File: config.mk
export PLATFORM = sky130hd
export DESIGN_NAME = window_watchdog_sequencer
export DESIGN_NICKNAME = d
export VERILOG_FILES = /design/src/design/wwd_pkg.sv /design/src/design/conv_if.sv /design/src/design/buck_channel.sv /design/src/design/window_watchdog_sequencer.sv
export SDC_FILE = /design/constraint.sdc
export NUM_CORES = 1
export LEC_CHECK = 0
export BUFFER_PORTS_ARGS = -buffer_cell sky130_fd_sc_hd__buf_2
export CAP_MARGIN = 20
export CORE_ASPECT_RATIO = 0.8
export CORE_MARGIN = 1
export CORE_UTILIZATION = 60
export DETAILED_ROUTE_END_ITERATION = 10
export GPL_ROUTABILITY_DRIVEN = 0
export PLACE_DENSITY = 0.76
export SLEW_MARGIN = 5
export SYNTH_ARGS = -nofsm -noshare
export SYNTH_HDL_FRONTEND = slang
export SYNTH_SLANG_ARGS = --single-unit
File: constraint.sdc
create_clock -name clock -period 4.4 [get_ports clock]
set_input_delay 0.88 -clock clock [delete_from_list [all_inputs] [get_ports clock]]
set_output_delay 0.88 -clock clock [all_outputs]
set_load 0.01 [all_outputs]
File: src/design/wwd_pkg.sv
//
// Behaviour
// - New target voltage ramps at selected slew
// - Forced switching while ramping, else configured mode
// - Pin sequencing when enabled and selector nonzero
// - Pin edges apply on/off delays
// - Register enable acts without delays
// - Every expiry pulses configurable reset output
// - Lock bit blocks watchdog control writes
// - Long-open or open window timeout expires
// - Kick during close window expires
// - Control write restarts long-open, not stopped
// - Selector 00: 10ms pulse, no restart
// - Selector 01: shutdown then start-up, optional reload
// - Restart pulse is 10ms plus max shutdown
// - Restart flag set, cleared by write one
// - Selectors 10/11 restart after 2/4 expiries
// - Flag and counter clearable while locked
// - Pin configured but inactive: 31ms, no shutdown
// - Register-only enables: 11ms, no converter action
// - Long-open and close window period tables
// - Software reset: outputs off, defaults, bus kept
// - After reset release, load defaults, start watchdog
package wwd_pkg;
  localparam int CLOCK_NS      = 20;
  localparam int TICK_US       = 500;
  localparam int TICK_CYCLES   = TICK_US * 1000 / CLOCK_NS;
  localparam int KICK_MIN_US   = 100;
  localparam int KICK_CYCLES   = (KICK_MIN_US * 1000 + CLOCK_NS - 1) / CLOCK_NS;
  localparam int BOOT_US       = 1200;
  localparam int BOOT_CYCLES   = (BOOT_US * 1000 + CLOCK_NS - 1) / CLOCK_NS;
  localparam int PULSE_US      = 10000;
  localparam int PINLOW_US     = 31000;
  localparam int REGONLY_US    = 11000;
  localparam int SHUT_SHORT_US = 7500;
  localparam int SHUT_LONG_US  = 15000;
  localparam logic [13:0] PULSE_T    = 14'(PULSE_US / TICK_US);
  localparam logic [13:0] PINLOW_T   = 14'(PINLOW_US / TICK_US);
  localparam logic [13:0] REGONLY_T  = 14'(REGONLY_US / TICK_US);
  localparam logic [13:0] SHUT_S_T   = 14'(SHUT_SHORT_US / TICK_US);
  localparam logic [13:0] SHUT_L_T   = 14'(SHUT_LONG_US / TICK_US);
  localparam logic [10:0] RAMP_BASE  = 11'h008;
  localparam int ADDR_W = 6;
  localparam logic [5:0] WD_CTRL1_ADDR = 6'h20;
  localparam logic [5:0] WD_CTRL2_ADDR = 6'h24;
  localparam logic [5:0] WD_STAT_ADDR  = 6'h28;
  localparam logic [5:0] RESET_ADDR    = 6'h2c;
  localparam logic [5:0] DEV_STAT_ADDR = 6'h30;
  localparam logic [1:0] BK_CTRL1 = 2'h0;
  localparam logic [1:0] BK_CTRL2 = 2'h1;
  localparam logic [1:0] BK_VOUT  = 2'h2;
  localparam logic [1:0] BK_DELAY = 2'h3;
  localparam int WD1_EN = 0;
  localparam int WD1_LO = 1;
  localparam int WD1_CL = 3;
  localparam int WD1_OP = 5;
  localparam int WD2_LOCK = 0;
  localparam int WD2_SEL = 1;
  localparam int WD2_RELOAD = 3;
  localparam int WD2_RANGE = 4;
  localparam int WD2_POL = 5;
  localparam int WD2_OD = 6;
  localparam int CLR_FLAG = 0;
  localparam int CLR_CNT = 1;
  localparam int RST_SW = 0;
  localparam int RST_GPO = 1;
  localparam logic [7:0] WD1_DEFAULT   = 8'h01;
  localparam logic [7:0] WD2_DEFAULT   = 8'h02;
  localparam logic [7:0] CTRL1_DEFAULT = 8'h00;
  localparam logic [7:0] CTRL2_DEFAULT = 8'h00;
  localparam logic [7:0] VOUT_DEFAULT  = 8'h32;
  localparam logic [7:0] DELAY_DEFAULT = 8'h00;
  typedef enum logic [1:0] {wd_long_open, wd_close, wd_open, wd_pulse} wd_state_t;
  typedef enum logic [1:0] {pend_none, pend_on, pend_off} pend_t;
  function automatic logic [13:0] long_open_ticks(input logic [1:0] sel);
    case (sel)
      2'h0:    long_open_ticks = 14'(200 * 1000 / TICK_US);
      2'h1:    long_open_ticks = 14'(600 * 1000 / TICK_US);
      2'h2:    long_open_ticks = 14'(2000 * 1000 / TICK_US);
      default: long_open_ticks = 14'(5000 * 1000 / TICK_US);
    endcase
  endfunction
  function automatic logic [13:0] window_ticks(input logic [1:0] sel);
    case (sel)
      2'h0:    window_ticks = 14'(10 * 1000 / TICK_US);
      2'h1:    window_ticks = 14'(20 * 1000 / TICK_US);
      2'h2:    window_ticks = 14'(50 * 1000 / TICK_US);
      default: window_ticks = 14'(100 * 1000 / TICK_US);
    endcase
  endfunction
endpackage

File: src/design/conv_if.sv
`timescale 1ns/100ps
interface conv_if;
  logic       enable_bit;
  logic [1:0] pin_select;
  logic [3:0] on_delay;
  logic [3:0] off_delay;
  logic [7:0] target;
  logic [2:0] slew;
  logic       fpwm;
  logic       long_range;
  logic       hold_off;
  logic       force_off;
  logic       tick;
  logic [2:0] pins;
  logic       conv_on;
  logic       ramping;
  logic       forced_switching;
  logic [7:0] voltage_now;
  modport ctrl (output enable_bit, pin_select, on_delay, off_delay, target, slew, fpwm, long_range,
                hold_off, force_off, tick, pins, input conv_on, ramping, forced_switching, voltage_now);
  modport chan (input enable_bit, pin_select, on_delay, off_delay, target, slew, fpwm, long_range,
                hold_off, force_off, tick, pins, output conv_on, ramping, forced_switching, voltage_now);
endinterface

File: src/design/buck_channel.sv
`timescale 1ns/100ps
module buck_channel (
  input  wire logic clock,
  input  wire logic resetn,
  conv_if.chan      c
);
  import wwd_pkg::*;
  logic       pin_ctrl;
  logic       sel_pin;
  logic       prev_pin;
  logic [4:0] on_t;
  logic [4:0] off_t;
  logic [4:0] count;
  pend_t      pend;
  logic [9:0] div;
  assign pin_ctrl = c.enable_bit && c.pin_select != 2'h0;
  // A restart holds the pin low, so shutdown then start-up replay the pin delays
  assign sel_pin  = pin_ctrl && c.pins[c.pin_select - 2'h1] && !c.hold_off;
  assign on_t     = c.long_range ? {c.on_delay, 1'b0} : {1'b0, c.on_delay};
  assign off_t    = c.long_range ? {c.off_delay, 1'b0} : {1'b0, c.off_delay};
  assign c.ramping = c.conv_on && c.voltage_now != c.target;
  always_ff @(posedge clock or negedge resetn) begin
    if (!resetn) begin
      c.conv_on <= 1'b0;
      prev_pin  <= 1'b0;
      count     <= 5'h00;
      pend      <= pend_none;
    end else if (c.force_off) begin
      c.conv_on <= 1'b0;
      prev_pin  <= 1'b0;
      pend      <= pend_none;
    end else if (!pin_ctrl) begin
      c.conv_on <= c.enable_bit;
      prev_pin  <= c.enable_bit;
      pend      <= pend_none;
    end else begin
      prev_pin <= sel_pin;
      if (sel_pin && !prev_pin) begin
        if (on_t == 5'h00) c.conv_on <= 1'b1;
        else begin
          count <= on_t;
          pend  <= pend_on;
        end
      end else if (!sel_pin && prev_pin) begin
        if (off_t == 5'h00) c.conv_on <= 1'b0;
        else begin
          count <= off_t;
          pend  <= pend_off;
        end
      end else if (pend != pend_none && c.tick) begin
        count <= count - 5'h01;
        if (count == 5'h01) begin
          c.conv_on <= pend == pend_on;
          pend      <= pend_none;
        end
      end
    end
  end
  always_ff @(posedge clock or negedge resetn) begin
    if (!resetn) begin
      c.voltage_now      <= VOUT_DEFAULT;
      c.forced_switching <= 1'b0;
      div                <= 10'h000;
    end else begin
      c.forced_switching <= c.ramping || c.fpwm;
      if (!c.conv_on) begin
        c.voltage_now <= c.target;
        div           <= 10'h000;
      end else if (c.ramping) begin
        if (div == 10'h000) begin
          div           <= 10'((RAMP_BASE << c.slew) - 11'h001);
          c.voltage_now <= c.voltage_now < c.target ? c.voltage_now + 8'h01 : c.voltage_now - 8'h01;
        end else div <= div - 10'h001;
      end
    end
  end
endmodule // buck_channel

File: src/design/window_watchdog_sequencer.sv
`timescale 1ns/100ps
module window_watchdog_sequencer #(
  parameter int BUCK_COUNT  = 2,
  parameter int TICK_CYCLES = wwd_pkg::TICK_CYCLES,
  parameter int KICK_CYCLES = wwd_pkg::KICK_CYCLES,
  parameter int BOOT_CYCLES = wwd_pkg::BOOT_CYCLES
) (
  input  wire logic                        clock,
  input  wire logic                        resetn,
  input  wire logic [wwd_pkg::ADDR_W-1:0]  address,
  input  wire logic                        read,
  input  wire logic                        write,
  input  wire logic [31:0]                 writedata,
  output logic      [31:0]                 readdata,
  output logic                             waitrequest,
  input  wire logic                        main_supply_input_ok,
  input  wire logic                        enable_input_one,
  input  wire logic                        enable_input_two,
  input  wire logic                        enable_input_three,
  input  wire logic                        watchdog_kick_input,
  input  wire logic                        watchdog_reset_output_in,
  output logic                             watchdog_reset_output,
  output logic                             watchdog_reset_output_oe,
  output logic      [BUCK_COUNT-1:0]       buck_enable,
  output logic      [BUCK_COUNT-1:0][7:0]  buck_voltage_code,
  output logic      [BUCK_COUNT-1:0]       buck_forced_switching,
  output logic      [1:0]                  general_outputs
);
  import wwd_pkg::*;

  // Channel address decode uses a single address bit
  if (BUCK_COUNT < 1 || BUCK_COUNT > 2) begin : g_bad_count
    $error("BUCK_COUNT must be 1 or 2");
  end
  if (TICK_CYCLES < 2 || KICK_CYCLES < 2 || BOOT_CYCLES < 2) begin : g_bad_time
    $error("timing parameters must be at least 2");
  end

  localparam int TW = $clog2(TICK_CYCLES);
  localparam int KW = $clog2(KICK_CYCLES + 1);
  localparam int BW = $clog2(BOOT_CYCLES + 1);

  function automatic logic is_buck(input logic [ADDR_W-1:0] a);
    is_buck = !a[5] && 32'(a[4]) < BUCK_COUNT;
  endfunction

  logic [7:0]      ctrl1 [BUCK_COUNT];
  logic [7:0]      ctrl2 [BUCK_COUNT];
  logic [7:0]      vout  [BUCK_COUNT];
  logic [7:0]      dly   [BUCK_COUNT];
  logic [7:0]      wd1;
  logic [7:0]      wd2;
  logic            req;
  logic            ack;
  logic            next_ack;
  logic            wr_go;
  logic [31:0]     rd_mux;
  logic [BW-1:0]   boot_cnt;
  logic            booting;
  logic            software_reset_bit_req;
  logic            soft_rst;
  logic            reload;
  logic [TW-1:0]   tick_div;
  logic            tick;
  logic [KW-1:0]   kick_run;
  logic            kick_pulse;
  wd_state_t       wd_state;
  logic [13:0]     wd_ticks;
  logic [13:0]     lim;
  logic            timeout;
  logic [13:0]     pulse_len;
  logic            restart_run;
  logic            due_run;
  logic [2:0]      exp_count;
  logic [2:0]      next_count;
  logic            restart_flag;
  logic            expire;
  logic            due;
  logic [13:0]     next_pulse;
  logic            next_restart;
  logic            wd_wr;
  logic            pulse_end;
  logic            rst_level;
  logic [BUCK_COUNT-1:0] pin_cfg;
  logic [BUCK_COUNT-1:0] pin_act;
  logic [BUCK_COUNT-1:0] ramp_st;

  // Bus slave: one wait state per access, longer while the device boots
  assign req         = read || write;
  assign waitrequest = req && !ack;
  assign next_ack    = req && !ack && !booting;
  assign wr_go       = write && ack;

  always_ff @(posedge clock or negedge resetn) begin
    if (!resetn) begin
      ack      <= 1'b0;
      readdata <= 32'h0000_0000;
    end else begin
      ack <= next_ack;
      if (next_ack && read) readdata <= rd_mux;
    end
  end

  always_comb begin
    rd_mux = 32'h0000_0000;
    if (is_buck(address)) begin
      case (address[3:2])
        BK_CTRL1: rd_mux[7:0] = ctrl1[address[4]];
        BK_CTRL2: rd_mux[7:0] = ctrl2[address[4]];
        BK_VOUT:  rd_mux[7:0] = vout[address[4]];
        default:  rd_mux[7:0] = dly[address[4]];
      endcase
    end else begin
      case (address)
        WD_CTRL1_ADDR: rd_mux[7:0] = wd1;
        WD_CTRL2_ADDR: rd_mux[7:0] = wd2;
        WD_STAT_ADDR:  rd_mux[3:0] = {exp_count, restart_flag};
        RESET_ADDR:    rd_mux[2:0] = {general_outputs, 1'b0};
        DEV_STAT_ADDR: rd_mux[15:0] = {6'h00, wd_state, 4'(ramp_st), 4'(buck_enable)};
        default:       rd_mux = 32'h0000_0000;
      endcase
    end
  end

  // Supply loss acts like the reset pin but keeps the bus slave alive
  assign software_reset_bit_req = wr_go && address == RESET_ADDR && writedata[RST_SW];
  assign soft_rst     = software_reset_bit_req || !main_supply_input_ok;
  assign reload       = soft_rst || (pulse_end && restart_run && wd2[WD2_RELOAD]);

  always_ff @(posedge clock or negedge resetn) begin
    if (!resetn) boot_cnt <= BW'(BOOT_CYCLES);
    else if (soft_rst) boot_cnt <= BW'(BOOT_CYCLES);
    else if (booting) boot_cnt <= boot_cnt - BW'(1);
  end
  assign booting = boot_cnt != '0;

  always_ff @(posedge clock or negedge resetn) begin
    if (!resetn) begin
      for (int i = 0; i < BUCK_COUNT; i++) begin
        ctrl1[i] <= CTRL1_DEFAULT;
        ctrl2[i] <= CTRL2_DEFAULT;
        vout[i]  <= VOUT_DEFAULT;
        dly[i]   <= DELAY_DEFAULT;
      end
    end else if (reload) begin
      for (int i = 0; i < BUCK_COUNT; i++) begin
        ctrl1[i] <= CTRL1_DEFAULT;
        ctrl2[i] <= CTRL2_DEFAULT;
        vout[i]  <= VOUT_DEFAULT;
        dly[i]   <= DELAY_DEFAULT;
      end
    end else if (wr_go && is_buck(address)) begin
      case (address[3:2])
        BK_CTRL1: ctrl1[address[4]] <= writedata[7:0];
        BK_CTRL2: ctrl2[address[4]] <= writedata[7:0];
        BK_VOUT:  vout[address[4]]  <= writedata[7:0];
        default:  dly[address[4]]   <= writedata[7:0];
      endcase
    end
  end

  // Lock survives a watchdog reload; only reset pin, supply or software reset free it
  assign wd_wr = wr_go && (address == WD_CTRL1_ADDR || address == WD_CTRL2_ADDR);
  always_ff @(posedge clock or negedge resetn) begin
    if (!resetn) begin
      wd1 <= WD1_DEFAULT;
      wd2 <= WD2_DEFAULT;
    end else if (soft_rst) begin
      wd1 <= WD1_DEFAULT;
      wd2 <= WD2_DEFAULT;
    end else if (reload) begin
      wd1 <= WD1_DEFAULT;
      wd2 <= WD2_DEFAULT | (wd2 & (8'h01 << WD2_LOCK));
    end else if (wd_wr && !wd2[WD2_LOCK]) begin
      if (address == WD_CTRL1_ADDR) wd1 <= writedata[7:0];
      else wd2 <= writedata[7:0];
    end
  end

  always_ff @(posedge clock or negedge resetn) begin
    if (!resetn) general_outputs <= 2'h0;
    else if (soft_rst) general_outputs <= 2'h0;
    else if (wr_go && address == RESET_ADDR) general_outputs <= writedata[RST_GPO+:2];
  end

  // Half-millisecond time base for every window, pulse and delay
  always_ff @(posedge clock or negedge resetn) begin
    if (!resetn) tick_div <= '0;
    else if (tick) tick_div <= '0;
    else tick_div <= tick_div + TW'(1);
  end
  assign tick = tick_div == TW'(TICK_CYCLES - 1);

  // A kick counts once, when it has been high for the least width
  always_ff @(posedge clock or negedge resetn) begin
    if (!resetn) kick_run <= '0;
    else if (!watchdog_kick_input) kick_run <= '0;
    else if (kick_run != KW'(KICK_CYCLES)) kick_run <= kick_run + KW'(1);
  end
  assign kick_pulse = watchdog_kick_input && kick_run == KW'(KICK_CYCLES - 1);

  for (genvar g = 0; g < BUCK_COUNT; g++) begin : g_pin
    logic [2:0] pins;
    assign pins       = {enable_input_three, enable_input_two, enable_input_one};
    assign pin_cfg[g] = ctrl1[g][0] && ctrl1[g][2:1] != 2'h0;
    assign pin_act[g] = pin_cfg[g] && pins[ctrl1[g][2:1] - 2'h1];
  end

  always_comb begin
    case (wd_state)
      wd_long_open: lim = long_open_ticks(wd1[WD1_LO+:2]);
      wd_close:     lim = window_ticks(wd1[WD1_CL+:2]);
      wd_open:      lim = window_ticks(wd1[WD1_OP+:2]);
      default:      lim = pulse_len;
    endcase
  end
  assign timeout   = tick && wd_ticks == lim - 14'h0001;
  assign pulse_end = wd_state == wd_pulse && timeout;

  always_comb begin
    expire = 1'b0;
    case (wd_state)
      wd_long_open: expire = !kick_pulse && timeout;
      wd_close:     expire = kick_pulse;
      wd_open:      expire = !kick_pulse && timeout;
      default:      expire = 1'b0;
    endcase
    if (!wd1[WD1_EN] || booting) expire = 1'b0;
  end

  // Expiry outcome: pulse length and whether converters cycle
  always_comb begin
    next_count   = exp_count == 3'h7 ? exp_count : exp_count + 3'h1;
    next_pulse   = PULSE_T;
    next_restart = 1'b0;
    case (wd2[WD2_SEL+:2])
      2'h1:    due = 1'b1;
      2'h2:    due = next_count >= 3'h2;
      2'h3:    due = next_count >= 3'h4;
      default: due = 1'b0;
    endcase
    if (due) begin
      if (|pin_act) begin
        next_pulse   = PULSE_T + (wd2[WD2_RANGE] ? SHUT_L_T : SHUT_S_T);
        next_restart = 1'b1;
      end else if (|pin_cfg) next_pulse = PINLOW_T;
      else next_pulse = REGONLY_T;
    end
  end

  always_ff @(posedge clock or negedge resetn) begin
    if (!resetn) begin
      wd_state    <= wd_long_open;
      wd_ticks    <= 14'h0000;
      pulse_len   <= PULSE_T;
      restart_run <= 1'b0;
      due_run     <= 1'b0;
    end else if (soft_rst || booting || !wd1[WD1_EN]) begin
      wd_state    <= wd_long_open;
      wd_ticks    <= 14'h0000;
      restart_run <= 1'b0;
      due_run     <= 1'b0;
    end else if (expire) begin
      wd_state    <= wd_pulse;
      wd_ticks    <= 14'h0000;
      pulse_len   <= next_pulse;
      restart_run <= next_restart;
      due_run     <= due;
    end else if (wd_state == wd_pulse) begin
      if (timeout) begin
        wd_state    <= wd_long_open;
        wd_ticks    <= 14'h0000;
        restart_run <= 1'b0;
        due_run     <= 1'b0;
      end else if (tick) wd_ticks <= wd_ticks + 14'h0001;
    end else if (wd_wr) begin
      wd_state <= wd_long_open;
      wd_ticks <= 14'h0000;
    end else if (kick_pulse) begin
      wd_state <= wd_close;
      wd_ticks <= 14'h0000;
    end else if (timeout) begin
      wd_state <= wd_open;
      wd_ticks <= 14'h0000;
    end else if (tick) wd_ticks <= wd_ticks + 14'h0001;
  end

  // Hardware events win over a software clear in the same cycle
  always_ff @(posedge clock or negedge resetn) begin
    if (!resetn) exp_count <= 3'h0;
    else if (soft_rst) exp_count <= 3'h0;
    else if (expire) exp_count <= next_count;
    else if (pulse_end && due_run) exp_count <= 3'h0;
    else if (wr_go && address == WD_STAT_ADDR && writedata[CLR_CNT]) exp_count <= 3'h0;
  end

  always_ff @(posedge clock or negedge resetn) begin
    if (!resetn) restart_flag <= 1'b0;
    else if (soft_rst) restart_flag <= 1'b0;
    else if (pulse_end && restart_run) restart_flag <= 1'b1;
    else if (wr_go && address == WD_STAT_ADDR && writedata[CLR_FLAG]) restart_flag <= 1'b0;
  end

  // Open drain only ever pulls low, whatever the chosen polarity
  assign rst_level = wd2[WD2_POL] ? wd_state == wd_pulse : wd_state != wd_pulse;
  always_ff @(posedge clock or negedge resetn) begin
    if (!resetn) begin
      watchdog_reset_output    <= 1'b0;
      watchdog_reset_output_oe <= 1'b1;
    end else begin
      watchdog_reset_output    <= rst_level;
      watchdog_reset_output_oe <= !wd2[WD2_OD] || !rst_level;
    end
  end

  for (genvar g = 0; g < BUCK_COUNT; g++) begin : g_buck
    conv_if cif ();
    assign cif.enable_bit = ctrl1[g][0];
    assign cif.pin_select = ctrl1[g][2:1];
    assign cif.on_delay   = dly[g][3:0];
    assign cif.off_delay  = dly[g][7:4];
    assign cif.target     = vout[g];
    assign cif.slew       = ctrl2[g][2:0];
    assign cif.fpwm       = ctrl2[g][3];
    assign cif.long_range = wd2[WD2_RANGE];
    assign cif.hold_off   = restart_run && wd_state == wd_pulse;
    assign cif.force_off  = soft_rst;
    assign cif.tick       = tick;
    assign cif.pins       = {enable_input_three, enable_input_two, enable_input_one};
    buck_channel u_chan (
      .clock  (clock),
      .resetn (resetn),
      .c      (cif.chan)
    );
    assign buck_enable[g]           = cif.conv_on;
    assign buck_voltage_code[g]     = cif.voltage_now;
    assign buck_forced_switching[g] = cif.forced_switching;
    assign ramp_st[g]               = cif.ramping;
  end

endmodule // window_watchdog_sequencer

=== Word-level counts from Yosys, hierarchy flattened ===
Index checks and enable logic that the tools add are counted.

* Bits in registers: 253
* Input port bits: 48
* Output and inout port bits: 57
* Word-level logic and storage cells: 404

* Add/subtract/negate cells: 19
* Magnitude comparators: 8
* Equality and inequality tests: 57
* Shift operators: 2
* Multiplexer cells: 162
* Bitwise operators: 3
* Reduce and logical (&&, ||, !) cells: 113

{| class="wikitable"
|+ Operators by type and width
! kind !! number
|-
| 2-to-1 mux 8 bit || 31
|-
| 2-to-1 mux 16 bit || 14
|-
| 2-to-1 mux 14 bit || 7
|-
| one-hot mux 14 bit (3 select lines) || 2
|-
| 2-to-1 mux 5 bit || 15
|-
| one-hot mux 8 bit (3 select lines) || 3
|-
| bitwise mux 16 bit || 4
|-
| 2-to-1 mux 10 bit || 6
|-
| 2-to-1 mux 2 bit || 26
|-
| != test 5 bit (second input constant) || 8
|-
| subtractor 10 x 1 -> 10 bit (second input constant) || 4
|-
| logical AND 1 bit || 35
|-
| 2-to-1 mux 1 bit || 35
|-
| == test 6 bit (second input constant) || 5
|-
| 2-to-1 mux 13 bit || 2
|-
| AND reduction 2 bit || 11
|-
| nonzero test 2 bit || 11
|-
| nonzero test 3 bit || 7
|-
| zero test 10 bit || 2
|-
| zero test 5 bit || 4
|-
| left shift 4 x 3 -> 10 bit (first input constant) || 2
|-
| 2-to-1 mux 6 bit || 3
|-
| != test 2 bit (second input constant) || 9
|-
| adder 8 x 1 -> 8 bit (second input constant) || 2
|-
| 51 further kinds || 116
|}

=== Longest topological paths before layout ===
* Depth after elaboration: 12
* Depth in mapped cells: 17
* Mapped depth without buffers: 17

=== Hierarchy ===
From an unflattened synthesis, not the netlist that was laid out.

* Cells, all modules: 1590
* Area total of the unflattened synthesis: 14417.6 um2

{| class="wikitable"
|+ By module, submodules not included
! module !! times used !! cells an instance !! area an instance (um2) !! sequential area each (um2)
|-
| window_watchdog_sequencer || 1 || 1024 || 9723.1 || 4201.5
|-
| buck_channel at g_buck[1].u_chan || 1 || 287 || 2394.8 || 704.4
|-
| buck_channel at g_buck[0].u_chan || 1 || 279 || 2299.7 || 704.4
|}

=== Worst setup path before layout ===
OpenSTA, ideal clock, no wires.

* Kind: reg-to-reg
* Start: register vout (netlist bit g_buck[0].cif.target[1])
* End: register g_buck[0].u_chan.c.voltage_now[7]
* Data arrival time: 3.519 ns
* Path slack: 0.799 ns
* Stages on the path, launching flop included: 18
* Buffers on the path: 0
* Period minus slack after synthesis: 3.601 ns
* Path through: dfstp_2 inv_1 ha_1 nor2b_1 o21ai_0 nand2b_1 a21oi_1 o21ai_0 ha_1 a21o_1 a21oi_1 o21bai_1 a21oi_1 o21bai_1 a21oi_1 xor2_1 or3_1 a31oi_1

* Longest elaborated chain between the ends: 5
* Elaborated cells between the ends (all ways): 9
* Classes of those cells: 1 x order compare; 2 x eq/ne; 4 x mux; 2 x reduce/logical

{| class="wikitable"
|+ Ends and longest elaborated chain
! item !! line !! source
|-
| start: declaration || window_watchdog_sequencer.sv:49 || <nowiki>logic [7:0] vout [BUCK_COUNT];</nowiki>
|-
| start signal: indexed assignment || window_watchdog_sequencer.sv:156 || <nowiki>BK_VOUT: vout[address[4]] <= writedata[7:0];</nowiki>
|-
| less-than comparator 8 bit || buck_channel.sv:72 || <nowiki>c.voltage_now <= c.voltage_now < c.target ? c.voltage_now + 8'h01 : c.voltage_now - 8'h01;</nowiki>
|-
| 2-to-1 mux 8 bit || buck_channel.sv:72 ||
|-
| 2-to-1 mux 8 bit || buck_channel.sv:70 || <nowiki>if (div == 10'h000) begin</nowiki>
|-
| 2-to-1 mux 8 bit || buck_channel.sv:69 || <nowiki>end else if (c.ramping) begin</nowiki>
|-
| 2-to-1 mux 8 bit || buck_channel.sv:66 || <nowiki>if (!c.conv_on) begin</nowiki>
|-
| end signal: assignment || buck_channel.sv:67 || <nowiki>c.voltage_now <= c.target;</nowiki>
|-
| end signal: assignment || buck_channel.sv:72 ||
|-
| end: declaration || conv_if.sv:22 || <nowiki>hold_off, force_off, tick, pins, output conv_on, ramping, forced_switching, voltage_now);</nowiki>
|}

Several ways; a longest one is shown, not always the timed one. The select of a mux whose other input is x is not followed.
A chain may end at the register's enable or synchronous reset.

=== Worst setup path after layout ===
* Start: register wd1[3]
* End: register pulse_len[3]

* Longest elaborated chain between the ends: 10
* Elaborated cells between the ends (all ways): 12
* Classes of those cells: 1 x add/sub; 3 x eq/ne; 4 x mux; 4 x reduce/logical

{| class="wikitable"
|+ Ends and longest elaborated chain
! item !! line !! source
|-
| start: declaration || window_watchdog_sequencer.sv:51 || <nowiki>logic [7:0] wd1;</nowiki>
|-
| start signal: assignment || window_watchdog_sequencer.sv:175 || <nowiki>if (address == WD_CTRL1_ADDR) wd1 <= writedata[7:0];</nowiki>
|-
| == test 2 bit, or another cell as far along || wwd_pkg.sv:84 || <nowiki>case (sel)</nowiki>
|-
| one-hot mux 8 bit (3 select lines) (*) || wwd_pkg.sv:84 ||
|-
| one-hot mux 14 bit (3 select lines) (*) || window_watchdog_sequencer.sv:210 || <nowiki>case (wd_state)</nowiki>
|-
| subtractor 14 x 1 -> 14 bit (*) || window_watchdog_sequencer.sv:217 || <nowiki>assign timeout = tick && wd_ticks == lim - 14'h0001;</nowiki>
|-
| == test 14 bit (*) || window_watchdog_sequencer.sv:217 ||
|-
| logical AND 1 bit (*) || window_watchdog_sequencer.sv:217 ||
|-
| logical AND 1 bit (*) || window_watchdog_sequencer.sv:223, window_watchdog_sequencer.sv:225 ||
|-
| one-hot mux 1 bit (2 select lines) (*) || window_watchdog_sequencer.sv:222 || <nowiki>case (wd_state)</nowiki>
|-
| 2-to-1 mux 1 bit (*) || window_watchdog_sequencer.sv:228 || <nowiki>if (!wd1[WD1_EN] || booting) expire = 1'b0;</nowiki>
|-
| AND reduction 2 bit (no source line) (*) || - ||
|-
| end signal: assignment || window_watchdog_sequencer.sv:266 || <nowiki>pulse_len <= next_pulse;</nowiki>
|-
| end: declaration || window_watchdog_sequencer.sv:71 || <nowiki>logic [13:0] pulse_len;</nowiki>
|}

Mark *: on every way between the ends. The rest lies on a longest branch, timed or not.

==> impl_metrics.xml <==
<?xml version="1.0" encoding="UTF-8"?>
<metrics>
  <group name="run_status">
    <metric name="run_status" unit="">complete, no violations</metric>
  </group>
  <group name="finish">
    <metric name="final_common_cell" unit="">sky130_fd_sc_hd__nor2_1</metric>
    <metric name="total_of_fill_cells_in_the_finished_design" unit="">1790</metric>
    <metric name="proportion_of_layout_cells_with_a_drive_suffix_above_1" unit="%">12.7</metric>
    <metric name="multi_input_area" unit="sq um">7500</metric>
    <metric name="count_of_nets_after_finishing" unit="">1633</metric>
    <metric name="layout-area-overhead-vs-synth" unit="%">9.74</metric>
    <metric name="layout_common_cells" unit="">sky130_fd_sc_hd__nor2_1 (213), sky130_fd_sc_hd__dfrtp_1 (199), sky130_fd_sc_hd__nand2_1 (118), sky130_fd_sc_hd__mux2i_1 (103), sky130_fd_sc_hd__a21oi_1 (76)</metric>
    <metric name="layout.area.seq" unit="sq um">5610</metric>
    <metric name="final_core_util" unit="%">67.1</metric>
    <metric name="antenna_cells" unit="">0</metric>
  </group>
  <group name="yosys">
    <metric name="ys_async_sr_fraction" unit="%">100</metric>
    <metric name="synth-edff-count" unit="">0</metric>
    <metric name="synth.cell_area" unit="sq um">13700</metric>
    <metric name="yosysUniqueCellTypes" unit="">88</metric>
    <metric name="synth_seq_area_share" unit="%">40.8</metric>
    <metric name="yosysWarningCount" unit="">0</metric>
    <metric name="syn_area_per_cell" unit="sq um">9.29</metric>
    <metric name="ys_flop_type" unit="">sky130_fd_sc_hd__dfrtp_1</metric>
    <metric name="synth_seq_cells" unit="">223</metric>
    <metric name="post_synth_inst_count" unit="">1480</metric>
  </group>
  <group name="global_route">
    <metric name="grt_overflow_total" unit="">0</metric>
    <metric name="grt_antenna_before_repair" unit="">1</metric>
    <metric name="track_usage" unit="%">29.3</metric>
    <metric name="first_global_vias" unit="">10600</metric>
    <metric name="grt_start_max_net_pins" unit="">104</metric>
    <metric name="grt_first_pass_wirelength" unit="um">54300</metric>
  </group>
  <group name="place">
    <metric name="dp_hpwl" unit="um">23700</metric>
    <metric name="io_buffers" unit="">57</metric>
  </group>
  <group name="clocking">
    <metric name="cts-root-buf" unit="">sky130_fd_sc_hd__clkbuf_16</metric>
    <metric name="clock_sinks" unit="">223</metric>
    <metric name="clock_insertion_delay_worst_skew" unit="ns">0.52</metric>
    <metric name="cts_made_buffers" unit="">25</metric>
    <metric name="cts.clk_slew.worst_paths" unit="ns">0.06</metric>
    <metric name="cts.hold.buffers_added" unit="">0</metric>
    <metric name="post_cts_repair_timing_setup_buffer_count" unit="">0</metric>
    <metric name="cts_tree" unit="">done</metric>
    <metric name="cts.repair.resized" unit="">0</metric>
    <metric name="cts-root-to-sink-buffers" unit="">3</metric>
    <metric name="htree_levels" unit="">1</metric>
  </group>
  <group name="timing">
    <metric name="final_max_slew_viol_count" unit="">0</metric>
    <metric name="setup_violations" unit="">0</metric>
    <metric name="rsz0062_at_grt" unit="">no</metric>
    <metric name="finalCritPeriodShare" unit="%">88.5</metric>
    <metric name="totalNegativeSetupSlack" unit="ns">0</metric>
    <metric name="slew_headroom" unit="%">28.7</metric>
    <metric name="post_route_clock_skew" unit="ns">0.0164</metric>
    <metric name="post_layout_min_period" unit="ns">3.89</metric>
    <metric name="max_freq" unit="MHz">257</metric>
    <metric name="worst-slew-pin-transition" unit="ns">1.06</metric>
    <metric name="finalHoldViolCount" unit="">0</metric>
  </group>
  <group name="critical_path">
    <metric name="path_class" unit="">flop to flop</metric>
    <metric name="reg2reg_setup_slack" unit="ns">0.51</metric>
    <metric name="endpoint_kind" unit="">flop</metric>
    <metric name="worstPathArrival" unit="ns">4.29</metric>
    <metric name="crit_path_start_kind" unit="">flop</metric>
    <metric name="reg2regPathDepth" unit="">10</metric>
    <metric name="worst-endpoint-required" unit="ns">4.79</metric>
    <metric name="timing.critical_path.fanout_max" unit="">7</metric>
  </group>
  <group name="floorplan">
    <metric name="fp.coreArea" unit="sq um">22500</metric>
    <metric name="die_h" unit="um">137</metric>
    <metric name="die_w" unit="um">171</metric>
    <metric name="io_pins" unit="">105</metric>
    <metric name="initial_core_util" unit="%">61.1</metric>
    <metric name="area_of_the_die" unit="sq um">23500</metric>
    <metric name="core.rowCount" unit="">49</metric>
  </group>
  <group name="drt">
    <metric name="number_of_design_rule_violations_left_after_detail_routing" unit="">0</metric>
    <metric name="route.detailed.wl_per_inst" unit="um">18.0</metric>
    <metric name="number_of_vias_per_cell_after_detailed_routing" unit="">6.06</metric>
    <metric name="wl" unit="um">33300</metric>
    <metric name="drtAntennaViolNets" unit="">0</metric>
    <metric name="first_iter_violations" unit="">1101</metric>
    <metric name="route.vias.total" unit="">11200</metric>
    <metric name="drt_pre_antenna_iters" unit="">6</metric>
  </group>
  <group name="power">
    <metric name="irDropWorstVdd" unit="mV">0.239</metric>
    <metric name="power_density" unit="nW/um^2">292</metric>
    <metric name="leakage" unit="nW">6.83</metric>
    <metric name="total_power" unit="mW">4.40</metric>
  </group>
  <group name="flow_run">
    <metric name="cap_viol_max_count" unit="">0</metric>
  </group>
  <group name="hold_path">
    <metric name="min_path_type" unit="">input port to asynchronous set/reset pin</metric>
  </group>
</metrics>
==> routing by layer <==
layer | vias up | track usage (%) | wire length, um
met5 | - | 0 | 48
met4 | 2 | 6.50 | 624
met3 | 48 | 7.56 | 2720
met2 | 388 | 44.2 | 14400
met1 | 5478 | 42.3 | 15500
li1 | 5266 | - | -
==> cell families after synthesis <==
group / synth area share [%]
AND/OR/NAND/NOR: 19.4
adder cells (fa/ha/maj): 5.93
buffers and inverters: 5.26
multiplexers: 10.8
AO/OA/AOI/OAI: 12.8
flip-flops: 40.8
XOR/XNOR: 4.97
other: 0.0273
==> final cells by class <==
type | count | share of cell area, %
inverters | 73 | 1.82
repair buffers | 80 | 3.25
flip-flops and latches | 223 | 37.2
clock inverters | 10 | 0.705
clock buffers | 35 | 4.79
well taps | 306 | 2.54
multi-input cells | 1118 | 49.7
==> sequential cells by signal, indices dropped and copies added (netlist names), 13 cells and up <==
name,cells
boot_cnt,16
ctrl1,16
ctrl2,16
dly,16
g_buck.cif.target,16
g_buck.u_chan.c.voltage_now,16
g_buck.u_chan.div,20
kick_run,13
tick_div,15
wd_ticks,14
==> worst max-delay path, cell delays in order, from the launching register on <==
cell                       delay, ns
sky130_fd_sc_hd__dfrtp_1        0.43
sky130_fd_sc_hd__ha_1           0.26
sky130_fd_sc_hd__or2_2          0.29
sky130_fd_sc_hd__a222oi_1       0.56
sky130_fd_sc_hd__nand3_1        0.35
sky130_fd_sc_hd__or4_1          0.53
sky130_fd_sc_hd__nand3_1        0.24
sky130_fd_sc_hd__nand3_1        0.11
sky130_fd_sc_hd__and4bb_2       0.40
sky130_fd_sc_hd__o21a_2         0.23
sky130_fd_sc_hd__mux2_2         0.36
==> worst paths after layout <==
path	endpoint	from
max	pulse_len[3]$_DFFE_PN0P_	wd1[3]$_DFFE_PN0P_
min reg2reg	readdata[9]$_DFFE_PN0P_	readdata[9]$_DFFE_PN0P_
max in group asynchronous	g_buck[0].cif.target[5]$_DFFE_PN1P_	resetn
min	g_buck[0].u_chan.div[8]$_DFFE_PN0P_	resetn
max reg2reg	pulse_len[3]$_DFFE_PN0P_	wd1[3]$_DFFE_PN0P_
min in group clock	readdata[9]$_DFFE_PN0P_	readdata[9]$_DFFE_PN0P_
==> power breakdown <==
part	internal, mW	switching, mW	total (mW)
Clock	1.26	0.850	2.11
Combinational	0.0549	0.155	0.210
Sequential	2.07	0.0132	2.08
==> through the flow <==
| stage | std cells | hold slack (ns) | setup WS (ns) | cell area [sq um] |
|---|---|---|---|---|
| final | 1845 | 0.362 | 0.507 | 15100 |
| after global routing | 1845 | 0.438 | 0.314 | 15100 |
| after CTS | 1844 | 0.431 | 0.277 | 15100 |
| after detailed placement | 1799 | 0.466 | 0.293 | 14300 |
| after global placement | 1799 | 0.457 | 0.419 | 14300 |
| after floorplan | 1501 | 0.391 | 0.799 | 13800 |
==> synthesized netlist by cell type, types with 4 or more instances <==
cell                       number  area (sq um)
sky130_fd_sc_hd__nor2b_1       19           119
sky130_fd_sc_hd__o21bai_1       6          45.0
sky130_fd_sc_hd__mux2_2         7          78.8
sky130_fd_sc_hd__a21boi_0      12          90.1
sky130_fd_sc_hd__o21ai_0       68           340
sky130_fd_sc_hd__buf_2         11          55.1
sky130_fd_sc_hd__nor2_1       213           800
sky130_fd_sc_hd__dfrtp_1      199          4980
sky130_fd_sc_hd__buf_1         16          60.1
sky130_fd_sc_hd__o22ai_1        7          43.8
sky130_fd_sc_hd__nand3_1       43           215
sky130_fd_sc_hd__and3_1        12          75.1
sky130_fd_sc_hd__and4_1         6          52.6
sky130_fd_sc_hd__nor4_1        15          93.8
sky130_fd_sc_hd__or2_2         13          81.3
sky130_fd_sc_hd__mux2i_1      103          1030
sky130_fd_sc_hd__or3_1         16           100
sky130_fd_sc_hd__nand2b_1      14          87.6
sky130_fd_sc_hd__a21oi_1       76           380
sky130_fd_sc_hd__or4_1         10          75.1
sky130_fd_sc_hd__o21a_1         4          30.0
sky130_fd_sc_hd__and2_1         9          56.3
sky130_fd_sc_hd__xnor2_1       43           377
sky130_fd_sc_hd__a21o_1        11          82.6
sky130_fd_sc_hd__o31ai_1        9          67.6
sky130_fd_sc_hd__mux4_2        12           270
sky130_fd_sc_hd__ha_1          62           776
sky130_fd_sc_hd__nand4_1       14          87.6
sky130_fd_sc_hd__nor3_1        25           125
sky130_fd_sc_hd__inv_1         73           274
sky130_fd_sc_hd__dfstp_2       24           631
sky130_fd_sc_hd__a211oi_1      14           105
sky130_fd_sc_hd__buf_4         27           203
sky130_fd_sc_hd__nand2_1      118           443
sky130_fd_sc_hd__a211o_1        9          78.8
sky130_fd_sc_hd__xor2_1        35           307
sky130_fd_sc_hd__a31oi_1       11          68.8
sky130_fd_sc_hd__clkbuf_1      32           120
sky130_fd_sc_hd__a221oi_1       5          43.8
No activity file was read; power rests on OpenSTA's default activity.
